File: config.mk
export PLATFORM = sky130hd
export DESIGN_NAME = charger_fault_event_flags
export DESIGN_NICKNAME = d
export VERILOG_FILES = /design/src/charger_event_pkg.sv /design/src/charger_fault_event_flags.sv /design/src/sticky_flags.sv
export SDC_FILE = /design/constraint.sdc
export NUM_CORES = 1
export LEC_CHECK = 0
export ABC_AREA = 1
export ABC_CLOCK_PERIOD_IN_PS = 3100
export BUFFER_PORTS_ARGS = -buffer_cell sky130_fd_sc_hd__buf_2
export CAP_MARGIN = 20
export CORE_AREA = 2 2 100 93
export DETAILED_ROUTE_END_ITERATION = 16
export DIE_AREA = 0 0 102 95
export PLACE_DENSITY = 0.78
export SYNTH_ARGS = -nofsm -noshare
export SYNTH_HDL_FRONTEND = slang
export SYNTH_HIERARCHICAL = 1
export SYNTH_SLANG_ARGS = --single-unit
File: constraint.sdc
create_clock -name clk -period 3.1 [get_ports clk]
set_clock_uncertainty 0.15 [all_clocks]
set_input_delay 0 -clock clk [delete_from_list [all_inputs] [get_ports clk]]
set_output_delay 0 -clock clk [all_outputs]
set_load 0.02 [all_outputs]
File: src/charger_event_pkg.sv
// constants shared by the charger event-reporting logic
`default_nettype none

package charger_event_pkg;

	// ------------------------------------------------------------------
	// register offsets
	// ------------------------------------------------------------------
	localparam logic [7:0] STATUS_SECOND_ADDR   = 8'h02;
	localparam logic [7:0] INT_EVENTS_ZERO_ADDR = 8'h04;
	localparam logic [7:0] WDT_CTL_ADDR         = 8'h19;

	// ------------------------------------------------------------------
	// reset values
	// ------------------------------------------------------------------
	localparam logic [7:0] INT_EVENTS_ZERO_RST = 8'h00;
	localparam logic [2:0] STATUS_SECOND_RST   = 3'h0;
	localparam logic       WDT_ENABLE_RST      = 1'b0;

	// ------------------------------------------------------------------
	// field positions
	// ------------------------------------------------------------------
	localparam int ST_BATT_TEMP_UNSAFE  = 2;
	localparam int ST_WATCHDOG_TIMEOUT  = 1;
	localparam int ST_SAFETY_TIMER      = 0;
	localparam int WDT_ENABLE_BIT       = 6;
	localparam int INT_VALIDATION_FAIL  = 7;
	localparam int INT_SECONDARY_INPUT  = 6;
	localparam int INT_PRIMARY_INPUT    = 5;
	localparam int INT_BATT_LOW_CROSS   = 4;
	localparam int INT_CHARGE_DONE      = 3;
	localparam int INT_PHASE_CHANGE     = 2;
	localparam int INT_WEAK_BATTERY     = 1;
	localparam int INT_BATT_PRESENCE    = 0;

	// temperature zone codes that mean charging has stopped
	localparam logic [3:0] TEMP_ZONE_COLD = 4'h0;
	localparam logic [3:0] TEMP_ZONE_HOT  = 4'hF;

	// ------------------------------------------------------------------
	// timing
	// ------------------------------------------------------------------
	localparam longint CLK_HZ        = 64'd20_000_000;
	localparam longint WDT_TIME_S    = 64'd100;
	localparam logic [31:0] WDT_CYCLES = 32'(WDT_TIME_S * CLK_HZ);

endpackage : charger_event_pkg

`default_nettype wire

File: src/charger_fault_event_flags.sv
// charger event flags: low status bits, first read-clear interrupt register
`default_nettype none

module charger_fault_event_flags #(
	parameter logic [31:0] WDT_CYCLES = charger_event_pkg::WDT_CYCLES,
	parameter int          SYNC_W     = 13
) (
	// clock and reset
	input  wire logic       clk,
	input  wire logic       rst_b,
	// register port from the serial management engine
	input  wire logic [7:0] reg_addr,
	input  wire logic       reg_rd,
	input  wire logic       reg_wr,
	input  wire logic [7:0] reg_wdata,
	output logic      [7:0] reg_rdata,
	// analog comparator pins, asynchronous
	input  wire logic       primary_input,
	input  wire logic       secondary_input,
	input  wire logic       input_validation_fail,
	input  wire logic       batt_above_low_pin,
	input  wire logic       batt_absent_pin,
	input  wire logic [7:0] batt_below_min_pin,
	// charge controller state, same clock
	input  wire logic       charge_mode,
	input  wire logic       charging,
	input  wire logic       precharge_phase,
	input  wire logic       below_term_current,
	input  wire logic       termination_enable,
	input  wire logic [2:0] min_batt_threshold_sel,
	input  wire logic [3:0] batt_temp_zone,
	input  wire logic       safety_timer_expired,
	input  wire logic       watchdog_kick,
	// status and control outputs
	output logic            watchdog_enable_ctl,
	output logic            regs_to_default,
	output logic            batt_absent_status,
	output logic      [2:0] status_second,
	output logic      [7:0] int_events_zero
);

	// ------------------------------------------------------------------
	// pin synchronisers
	// ------------------------------------------------------------------
	logic [SYNC_W-1:0] pins;
	logic [SYNC_W-1:0] s1_ff;
	logic [SYNC_W-1:0] s2_ff;
	logic [SYNC_W-1:0] s3_ff;
	logic [SYNC_W-1:0] filt_ff;
	logic [SYNC_W-1:0] prev_ff;

	assign pins = {batt_below_min_pin, batt_absent_pin, batt_above_low_pin,
		input_validation_fail, secondary_input, primary_input};

	// three stages; s1 feeds only s2 so metastability never fans out
	always_ff @(posedge clk or negedge rst_b) begin
		if (!rst_b) begin
			s1_ff <= '0;
			s2_ff <= '0;
			s3_ff <= '0;
		end else begin
			s1_ff <= pins;
			s2_ff <= s1_ff;
			s3_ff <= s2_ff;
		end
	end

	// a bit only moves once stages two and three agree
	always_ff @(posedge clk or negedge rst_b) begin
		if (!rst_b) begin
			filt_ff <= '0;
			prev_ff <= '0;
		end else begin
			filt_ff <= (s2_ff & s3_ff) | (filt_ff & (s2_ff | s3_ff));
			prev_ff <= filt_ff;
		end
	end

	// ------------------------------------------------------------------
	// event decode
	// ------------------------------------------------------------------
	logic prim_now;
	logic prim_was;
	logic sec_now;
	logic sec_was;
	logic plug_in;
	logic plug_out;
	logic reinsert;
	logic low_above;
	logic low_cross;
	logic weak_now;
	logic charging_q_ff;
	logic precharge_q_ff;
	logic term_q_ff;

	assign prim_now  = filt_ff[0];
	assign prim_was  = prev_ff[0];
	assign sec_now   = filt_ff[1];
	assign sec_was   = prev_ff[1];
	assign plug_in   = (prim_now | sec_now) & ~(prim_was | sec_was);
	assign plug_out  = ~(prim_now | sec_now) & (prim_was | sec_was);
	assign reinsert  = (prim_now & ~prim_was) | (sec_now & ~sec_was);
	assign low_above = filt_ff[3];
	assign low_cross = filt_ff[3] ^ prev_ff[3];
	assign weak_now  = filt_ff[5 + 32'(min_batt_threshold_sel)];

	// previous values of same-clock controller levels for edge detection
	always_ff @(posedge clk or negedge rst_b) begin
		if (!rst_b) begin
			charging_q_ff  <= 1'b0;
			precharge_q_ff <= 1'b0;
			term_q_ff      <= 1'b0;
		end else begin
			charging_q_ff  <= charging;
			precharge_q_ff <= precharge_phase;
			term_q_ff      <= below_term_current;
		end
	end

	logic [7:0] int_set;
	logic [7:0] int_clr;
	logic       int_read;

	// one set term per interrupt bit
	always_comb begin
		int_set = 8'h00;
		int_set[charger_event_pkg::INT_VALIDATION_FAIL] =
			filt_ff[2] & ~prev_ff[2];
		int_set[charger_event_pkg::INT_SECONDARY_INPUT] =
			(sec_now ^ sec_was) | (~prim_now & prim_was & sec_now);
		int_set[charger_event_pkg::INT_PRIMARY_INPUT] =
			prim_now ^ prim_was;
		int_set[charger_event_pkg::INT_BATT_LOW_CROSS] =
			(low_cross & charging) | (charging & ~charging_q_ff & low_above)
			| (plug_out & low_above);
		int_set[charger_event_pkg::INT_CHARGE_DONE] =
			termination_enable & charging & below_term_current
			& ~term_q_ff;
		int_set[charger_event_pkg::INT_PHASE_CHANGE] =
			charging & charging_q_ff
			& (precharge_phase ^ precharge_q_ff);
		int_set[charger_event_pkg::INT_WEAK_BATTERY] =
			plug_in & weak_now;
		int_set[charger_event_pkg::INT_BATT_PRESENCE] =
			filt_ff[4] ^ prev_ff[4];
	end

	// a read of the interrupt register clears every bit not set right now
	assign int_read = reg_rd
		& (reg_addr == charger_event_pkg::INT_EVENTS_ZERO_ADDR);
	assign int_clr  = {8{int_read}};

	sticky_flags #(
		.W   (8),
		.RST (charger_event_pkg::INT_EVENTS_ZERO_RST)
	) u_int_flags (
		.clk   (clk),
		.rst_b (rst_b),
		.set   (int_set),
		.clr   (int_clr),
		.q     (int_events_zero)
	);

	// ------------------------------------------------------------------
	// watchdog
	// ------------------------------------------------------------------
	logic [31:0] wdt_cnt_ff;
	logic        wdt_expire;
	logic        watchdog_enable_ctl_write;

	assign watchdog_enable_ctl_write = reg_wr & (reg_addr == charger_event_pkg::WDT_CTL_ADDR);
	assign wdt_expire = watchdog_enable_ctl & charge_mode
		& (wdt_cnt_ff == WDT_CYCLES - 32'd1);

	// counts only while enabled in charge mode; a kick restarts it
	always_ff @(posedge clk or negedge rst_b) begin
		if (!rst_b) begin
			wdt_cnt_ff <= 32'h0;
		end else if (!watchdog_enable_ctl || !charge_mode || watchdog_kick
			|| wdt_expire) begin
			wdt_cnt_ff <= 32'h0;
		end else begin
			wdt_cnt_ff <= wdt_cnt_ff + 32'd1;
		end
	end

	// expiry drops the enable; a host write sets or clears it
	always_ff @(posedge clk or negedge rst_b) begin
		if (!rst_b) begin
			watchdog_enable_ctl <= charger_event_pkg::WDT_ENABLE_RST;
		end else if (wdt_expire) begin
			watchdog_enable_ctl <= 1'b0;
		end else if (watchdog_enable_ctl_write) begin
			watchdog_enable_ctl <= reg_wdata[charger_event_pkg::WDT_ENABLE_BIT];
		end
	end

	// one-cycle request to the rest of the register file to reload defaults
	always_ff @(posedge clk or negedge rst_b) begin
		if (!rst_b) begin
			regs_to_default <= 1'b0;
		end else begin
			regs_to_default <= wdt_expire;
		end
	end

	// ------------------------------------------------------------------
	// status bits
	// ------------------------------------------------------------------
	logic [2:0] st_set;
	logic [2:0] st_clr;

	// temperature bit follows the zone, the two timeouts are sticky
	always_comb begin
		st_set = 3'h0;
		st_clr = 3'h0;
		st_set[charger_event_pkg::ST_BATT_TEMP_UNSAFE] =
			(batt_temp_zone == charger_event_pkg::TEMP_ZONE_COLD)
			| (batt_temp_zone == charger_event_pkg::TEMP_ZONE_HOT);
		st_clr[charger_event_pkg::ST_BATT_TEMP_UNSAFE] = 1'b1;
		st_set[charger_event_pkg::ST_WATCHDOG_TIMEOUT] = wdt_expire;
		st_clr[charger_event_pkg::ST_WATCHDOG_TIMEOUT] = reinsert
			| (watchdog_enable_ctl_write
			& reg_wdata[charger_event_pkg::WDT_ENABLE_BIT]);
		st_set[charger_event_pkg::ST_SAFETY_TIMER] = safety_timer_expired;
		st_clr[charger_event_pkg::ST_SAFETY_TIMER] = reinsert;
	end

	sticky_flags #(
		.W   (3),
		.RST (charger_event_pkg::STATUS_SECOND_RST)
	) u_status_flags (
		.clk   (clk),
		.rst_b (rst_b),
		.set   (st_set),
		.clr   (st_clr),
		.q     (status_second)
	);

	// battery absent level mirrors the filtered pin
	always_ff @(posedge clk or negedge rst_b) begin
		if (!rst_b) begin
			batt_absent_status <= 1'b0;
		end else begin
			batt_absent_status <= filt_ff[4];
		end
	end

	// ------------------------------------------------------------------
	// register read data
	// ------------------------------------------------------------------
	// data shows one cycle after the read strobe; unmapped reads give zero
	always_ff @(posedge clk or negedge rst_b) begin
		if (!rst_b) begin
			reg_rdata <= 8'h00;
		end else if (reg_rd) begin
			unique case (reg_addr)
				charger_event_pkg::STATUS_SECOND_ADDR:
					reg_rdata <= {5'h00, status_second};
				charger_event_pkg::INT_EVENTS_ZERO_ADDR:
					reg_rdata <= int_events_zero;
				charger_event_pkg::WDT_CTL_ADDR:
					reg_rdata <= {1'b0, watchdog_enable_ctl, 6'h00};
				default:
					reg_rdata <= 8'h00;
			endcase
		end
	end
endmodule : charger_fault_event_flags

`default_nettype wire

File: src/sticky_flags.sv
// vector of sticky flag bits where a set beats a clear in the same cycle
`default_nettype none

module sticky_flags #(
	parameter int           W   = 8,
	parameter logic [W-1:0] RST = '0
) (
	// clock and reset
	input  wire logic         clk,
	input  wire logic         rst_b,
	// per-bit set and clear strobes
	input  wire logic [W-1:0] set,
	input  wire logic [W-1:0] clr,
	// flag state
	output logic      [W-1:0] q
);

	// set wins so an event landing on a read-clear is never lost
	always_ff @(posedge clk or negedge rst_b) begin
		if (!rst_b) begin
			q <= RST;
		end else begin
			q <= set | (q & ~clr);
		end
	end

endmodule : sticky_flags

`default_nettype wire

==> impl_summary.txt <==
----------------------------------------------------
[Outcome]
  Outcome ... finished, final reports clean

[STA]
  Worst setup slack after layout ... 0.4463 ns
  Worst Max-Slew Pin Slew ... 0.9281 ns
  Upper clock frequency limit ... 376.8 MHz
  Final slew viol count ... 0
  Hold violation count in the final report ... 0
  Share of the cycle needed by the critical path after routing ... 0.8560
  Unrepaired setup endpoints after global routing ... false
  Slew HR ... 0.3813
  Total setup violations reported at the end of the flow ... 0
  Final critical path time including I/O delays and setup ... 2.654 ns
  Final setup TNS ... 0 ns

[Logic synthesis]
  Cell with the most instances after synthesis ... sky130_fd_sc_hd__nand2_1
  Post-Synthesis Mean Instance Area ... 8.833 um^2
  Cell taking the most area after synthesis ... sky130_fd_sc_hd__dfrtp_1
  Top cell types by occurrence after synthesis ... 178 x sky130_fd_sc_hd__nand2_1, 113 x sky130_fd_sc_hd__dfrtp_1, 71 x sky130_fd_sc_hd__nor2_1
  Ranking of synthesized cells by area ... sky130_fd_sc_hd__dfrtp_1 56%, sky130_fd_sc_hd__nand2_1 13%, sky130_fd_sc_hd__nor2_1 5.3%, sky130_fd_sc_hd__inv_1 5.0%, sky130_fd_sc_hd__nor2_2 3.9%
  Number of flops mapped to enable cells by yosys ... 0
  Count of yosys warnings during synthesis ... 6
  Post-Syn Nets ... 626
  Sequential cell area fraction in the yosys report ... 0.5577
  Share of synthesized registers carrying an async set or reset ... 1.000
  Area fraction of the dominant cell type after synthesis ... 0.5577
  Instance count of the mapped netlist ... 574
  Number of synthesized register bits ... 113
  Number of distinct library cells after synthesis ... 28
  Cell area after technology mapping ... 0.005070 mm^2
  Most common flop cell mapped by yosys ... sky130_fd_sc_hd__dfrtp_1

[Global routing]
  Number of antenna violations at the first check in global routing ... 0
  Overflow left after global routing ... 0
  Wire length of the first global-routing pass ... 19660 um
  Via count of the first global-routing pass ... 4407
  Largest net degree at the start of global routing ... 77
  GRT Total Usage ... 0.2674

[Power and ir drop]
  Clk pwr share ... 0.528
  Worst vdd rail ir drop ... 0.4971 mV
  Int Power ... 2.916 mW
  P_leak ... 3.046 nW
  Sequential share of power ... 0.412
  Share of total power in combinational logic ... 0.060
  Sw Share ... 0.2353
  Power density over cell area ... 573.6 mW/mm^2
  Net switching power ... 897.2 uW

[Cells and area]
  Area added between synthesis and finish ... 31.12%
  Antenna diode count ... 0
  Fraction of layout instances using a drive strength above 1 ... 0.1894
  Number of nets in the layout ... 757

[Detailed routing]
  Routed length per instance ... 13.91 um
  DRC violations left ... 0
  Vias ... 4176
  Post-detailed-routing wire length ... 11680 um
  Initial drt markers ... 276
  Average via count per standard cell ... 4.971
  First drt pass iteration count ... 5
  Final ANT Viol Nets ... 0

[Clock tree]
  Cell chosen for the clock root ... sky130_fd_sc_hd__clkbuf_8
  Buffer depth of the longest clock path ... 2
  Clock transition at path regs ... 0.06 ns
  Total clock sinks ... 113
  CTS tree ... done
  Total clock buffers created by CTS ... 17
  Htree depth ... 4
  # Post-CTS Setup Buffers ... 0
  Total of cells resized after clock tree synthesis ... 0
  Source-to-sink clock delay at the later pin of the worst-skew pair ... 0.52 ns

[Place]
  DP HPWL ... 6945 um
  Pre-CTS setup slack ... 1.049 ns
  Number of buffers added on ports ... 61
  Placer's final routability congestion estimate ... 0.9341

[Worst setup path]
  Path type of the worst setup path ... in2reg
  Most frequent cell on the critical path ... sky130_fd_sc_hd__dlygate4sd3_1
  Critical path arrival ... 2.96 ns
  Data required time at the worst endpoint ... 3.41 ns
  Critical-path cell with the highest stage delay ... sky130_fd_sc_hd__dlygate4sd3_1
  Setup crit start kind ... input port
  Kind of end point of the critical path ... flop
  Largest driver fanout on the critical path ... 3
  Cell-by-cell trace of the critical path ... dlygate4sd3_1 > buf_2 > inv_1 > nor2_1 > nand4_1 > nor2_1 > nand2_1 > dlygate4sd3_1 > nand2_1 > dlygate4sd3_1 > nand2_1 > dlygate4sd3_1 > inv_1
  Max incr delay on CP ... 0.58 ns

[Die]
  Total core area ... 0.008753 mm^2
  Die extent in x ... 102 um
  FP Rows ... 33
  Vertical extent of the die ... 95 um
  Total I/O pin count ... 69
  Starting utilization of the core area ... 0.5792
  Die area ... 0.009690 mm^2

[Run]
  MaxCap Viol Count ... 0

[Worst hold path]
  Kind of path behind the tightest hold check ... in2reg

----------------------------------------------------
power groups by stage:
stage	logic (mW)	registers [mW]	clock network (mW)
finish	0.227	1.57	2.01
global route	0.257	1.58	2.12
CTS	0.222	1.57	2.04
detailed placement	0.174	1.60	0
global placement	0.167	1.59	0
floorplan	0.0824	1.60	0
worst max-delay path, delay by kind of cell:
| kind | cells | cell delay [ns] |
|---|---|---|
| and+or+nand+nor | 6 | 0.51 |
| buffers and inverters | 7 | 2.45 |
through the flow:
stage          hold slack (ns)  cells  cell area, um^2    util  power (mW)
5_1_grt                0.03477    840             6648  0.7594       3.954
2_1_floorplan          -0.4456    574             5070       -       1.678
3_3_place_gp          -0.04270    754             5485  0.6266       1.760
6_report               0.01447    840             6648  0.7594       3.813
3_5_place_dp          -0.04068    754             5485  0.6266       1.770
4_1_cts              0.0007268    840             6648  0.7594       3.833
worst paths after layout:
kind,start,endpoint,slack [ns],depth (start not counted)
worst max-delay path,reg_addr[4],watchdog_enable_ctl,0.45,13
worst min-delay path,min_batt_threshold_sel[0],u_int_flags/q[1],0.01,7
max in group asynchronous,rst_b,wdt_cnt_ff[27],2.05,3
worst max register to register,wdt_cnt_ff[0],watchdog_enable_ctl,0.86,9
worst min register to register,s1_ff[10],s2_ff[10],0.20,0
min in group asynchronous,rst_b,s2_ff[8],0.04,2
cells in the final DEF (no fill, tap or decap):
cell type                       count
sky130_fd_sc_hd__buf_2             60
sky130_fd_sc_hd__clkbuf_8           2
sky130_fd_sc_hd__xnor2_1           11
sky130_fd_sc_hd__nor2_2            32
sky130_fd_sc_hd__nor3_2             1
sky130_fd_sc_hd__dfrtp_1          113
sky130_fd_sc_hd__nor4_1             2
sky130_fd_sc_hd__a21oi_1            9
sky130_fd_sc_hd__inv_8              3
sky130_fd_sc_hd__nand3b_1           2
sky130_fd_sc_hd__nand4_1            8
sky130_fd_sc_hd__nand2_1          178
sky130_fd_sc_hd__nor2_1            71
sky130_fd_sc_hd__nand3_2            1
sky130_fd_sc_hd__nand3_1           29
sky130_fd_sc_hd__inv_6              4
sky130_fd_sc_hd__buf_4              1
sky130_fd_sc_hd__ha_1               5
sky130_fd_sc_hd__inv_1             68
sky130_fd_sc_hd__nand2_2            2
sky130_fd_sc_hd__nor2_4             4
sky130_fd_sc_hd__o21bai_1           2
sky130_fd_sc_hd__nand2_4            2
sky130_fd_sc_hd__buf_12             1
sky130_fd_sc_hd__clkbuf_16         16
sky130_fd_sc_hd__o211ai_1           2
sky130_fd_sc_hd__dlygate4sd3_1     54
sky130_fd_sc_hd__bufinv_16          3
sky130_fd_sc_hd__xor2_1             6
sky130_fd_sc_hd__conb_1             1
sky130_fd_sc_hd__clkinv_4           4
sky130_fd_sc_hd__and2_1             1
sky130_fd_sc_hd__or4_1              1
sky130_fd_sc_hd__o21ai_0            3
sky130_fd_sc_hd__maj3_1            13
sky130_fd_sc_hd__nor3_1             3
state kept, by name (all words and copies together), names as in the netlist:
register / count
watchdog_enable_ctl: 1
wdt_cnt_ff: 32
regs_to_default: 1
s2_ff: 13
term_q_ff: 1
prev_ff: 4
charging_q_ff: 1
batt_absent_status: 1
reg_rdata: 8
s3_ff: 13
filt_ff: 13
u_int_flags/q: 8
precharge_q_ff: 1
u_status_flags/q: 3
s1_ff: 13
cells by family (layout without fill, tap and decap cells):
family          after synthesis  count (layout)  share of synthesized area
compound gates               16              16                    0.01777
xor+xnor                     17              17                    0.02937
fa+ha+maj                    18              18                    0.03800
buf+inv                      72             216                    0.06318
flops                       113             113                     0.5577
other cells                   1               1                  0.0007397
simple gates                337             337                     0.2932
what timing repair did:
action	4_1_cts	5_1_grt
endpoints found under the setup margin	0	0
endpoints found under the hold margin	139	0
hold buffers	54	0
per-layer routing:
metal  routed length [um]  track usage
met3                  574      0.06958
met5                    0            0
met1                 5182       0.3247
met2                 5623       0.4518
met4                  301       0.1144
area by class of cell:
type	count	area [um^2]
Timing Repair Buffer	116	868.3
Multi-Input combinational cell	389	1922
Tap cell	122	152.6
Clock buffer	18	427.9
Clock inverter	14	193.9
Fill cell	614	2106
Inverter	68	255.2
Sequential cell	113	2828
Power figures use the tool's default switching activity.
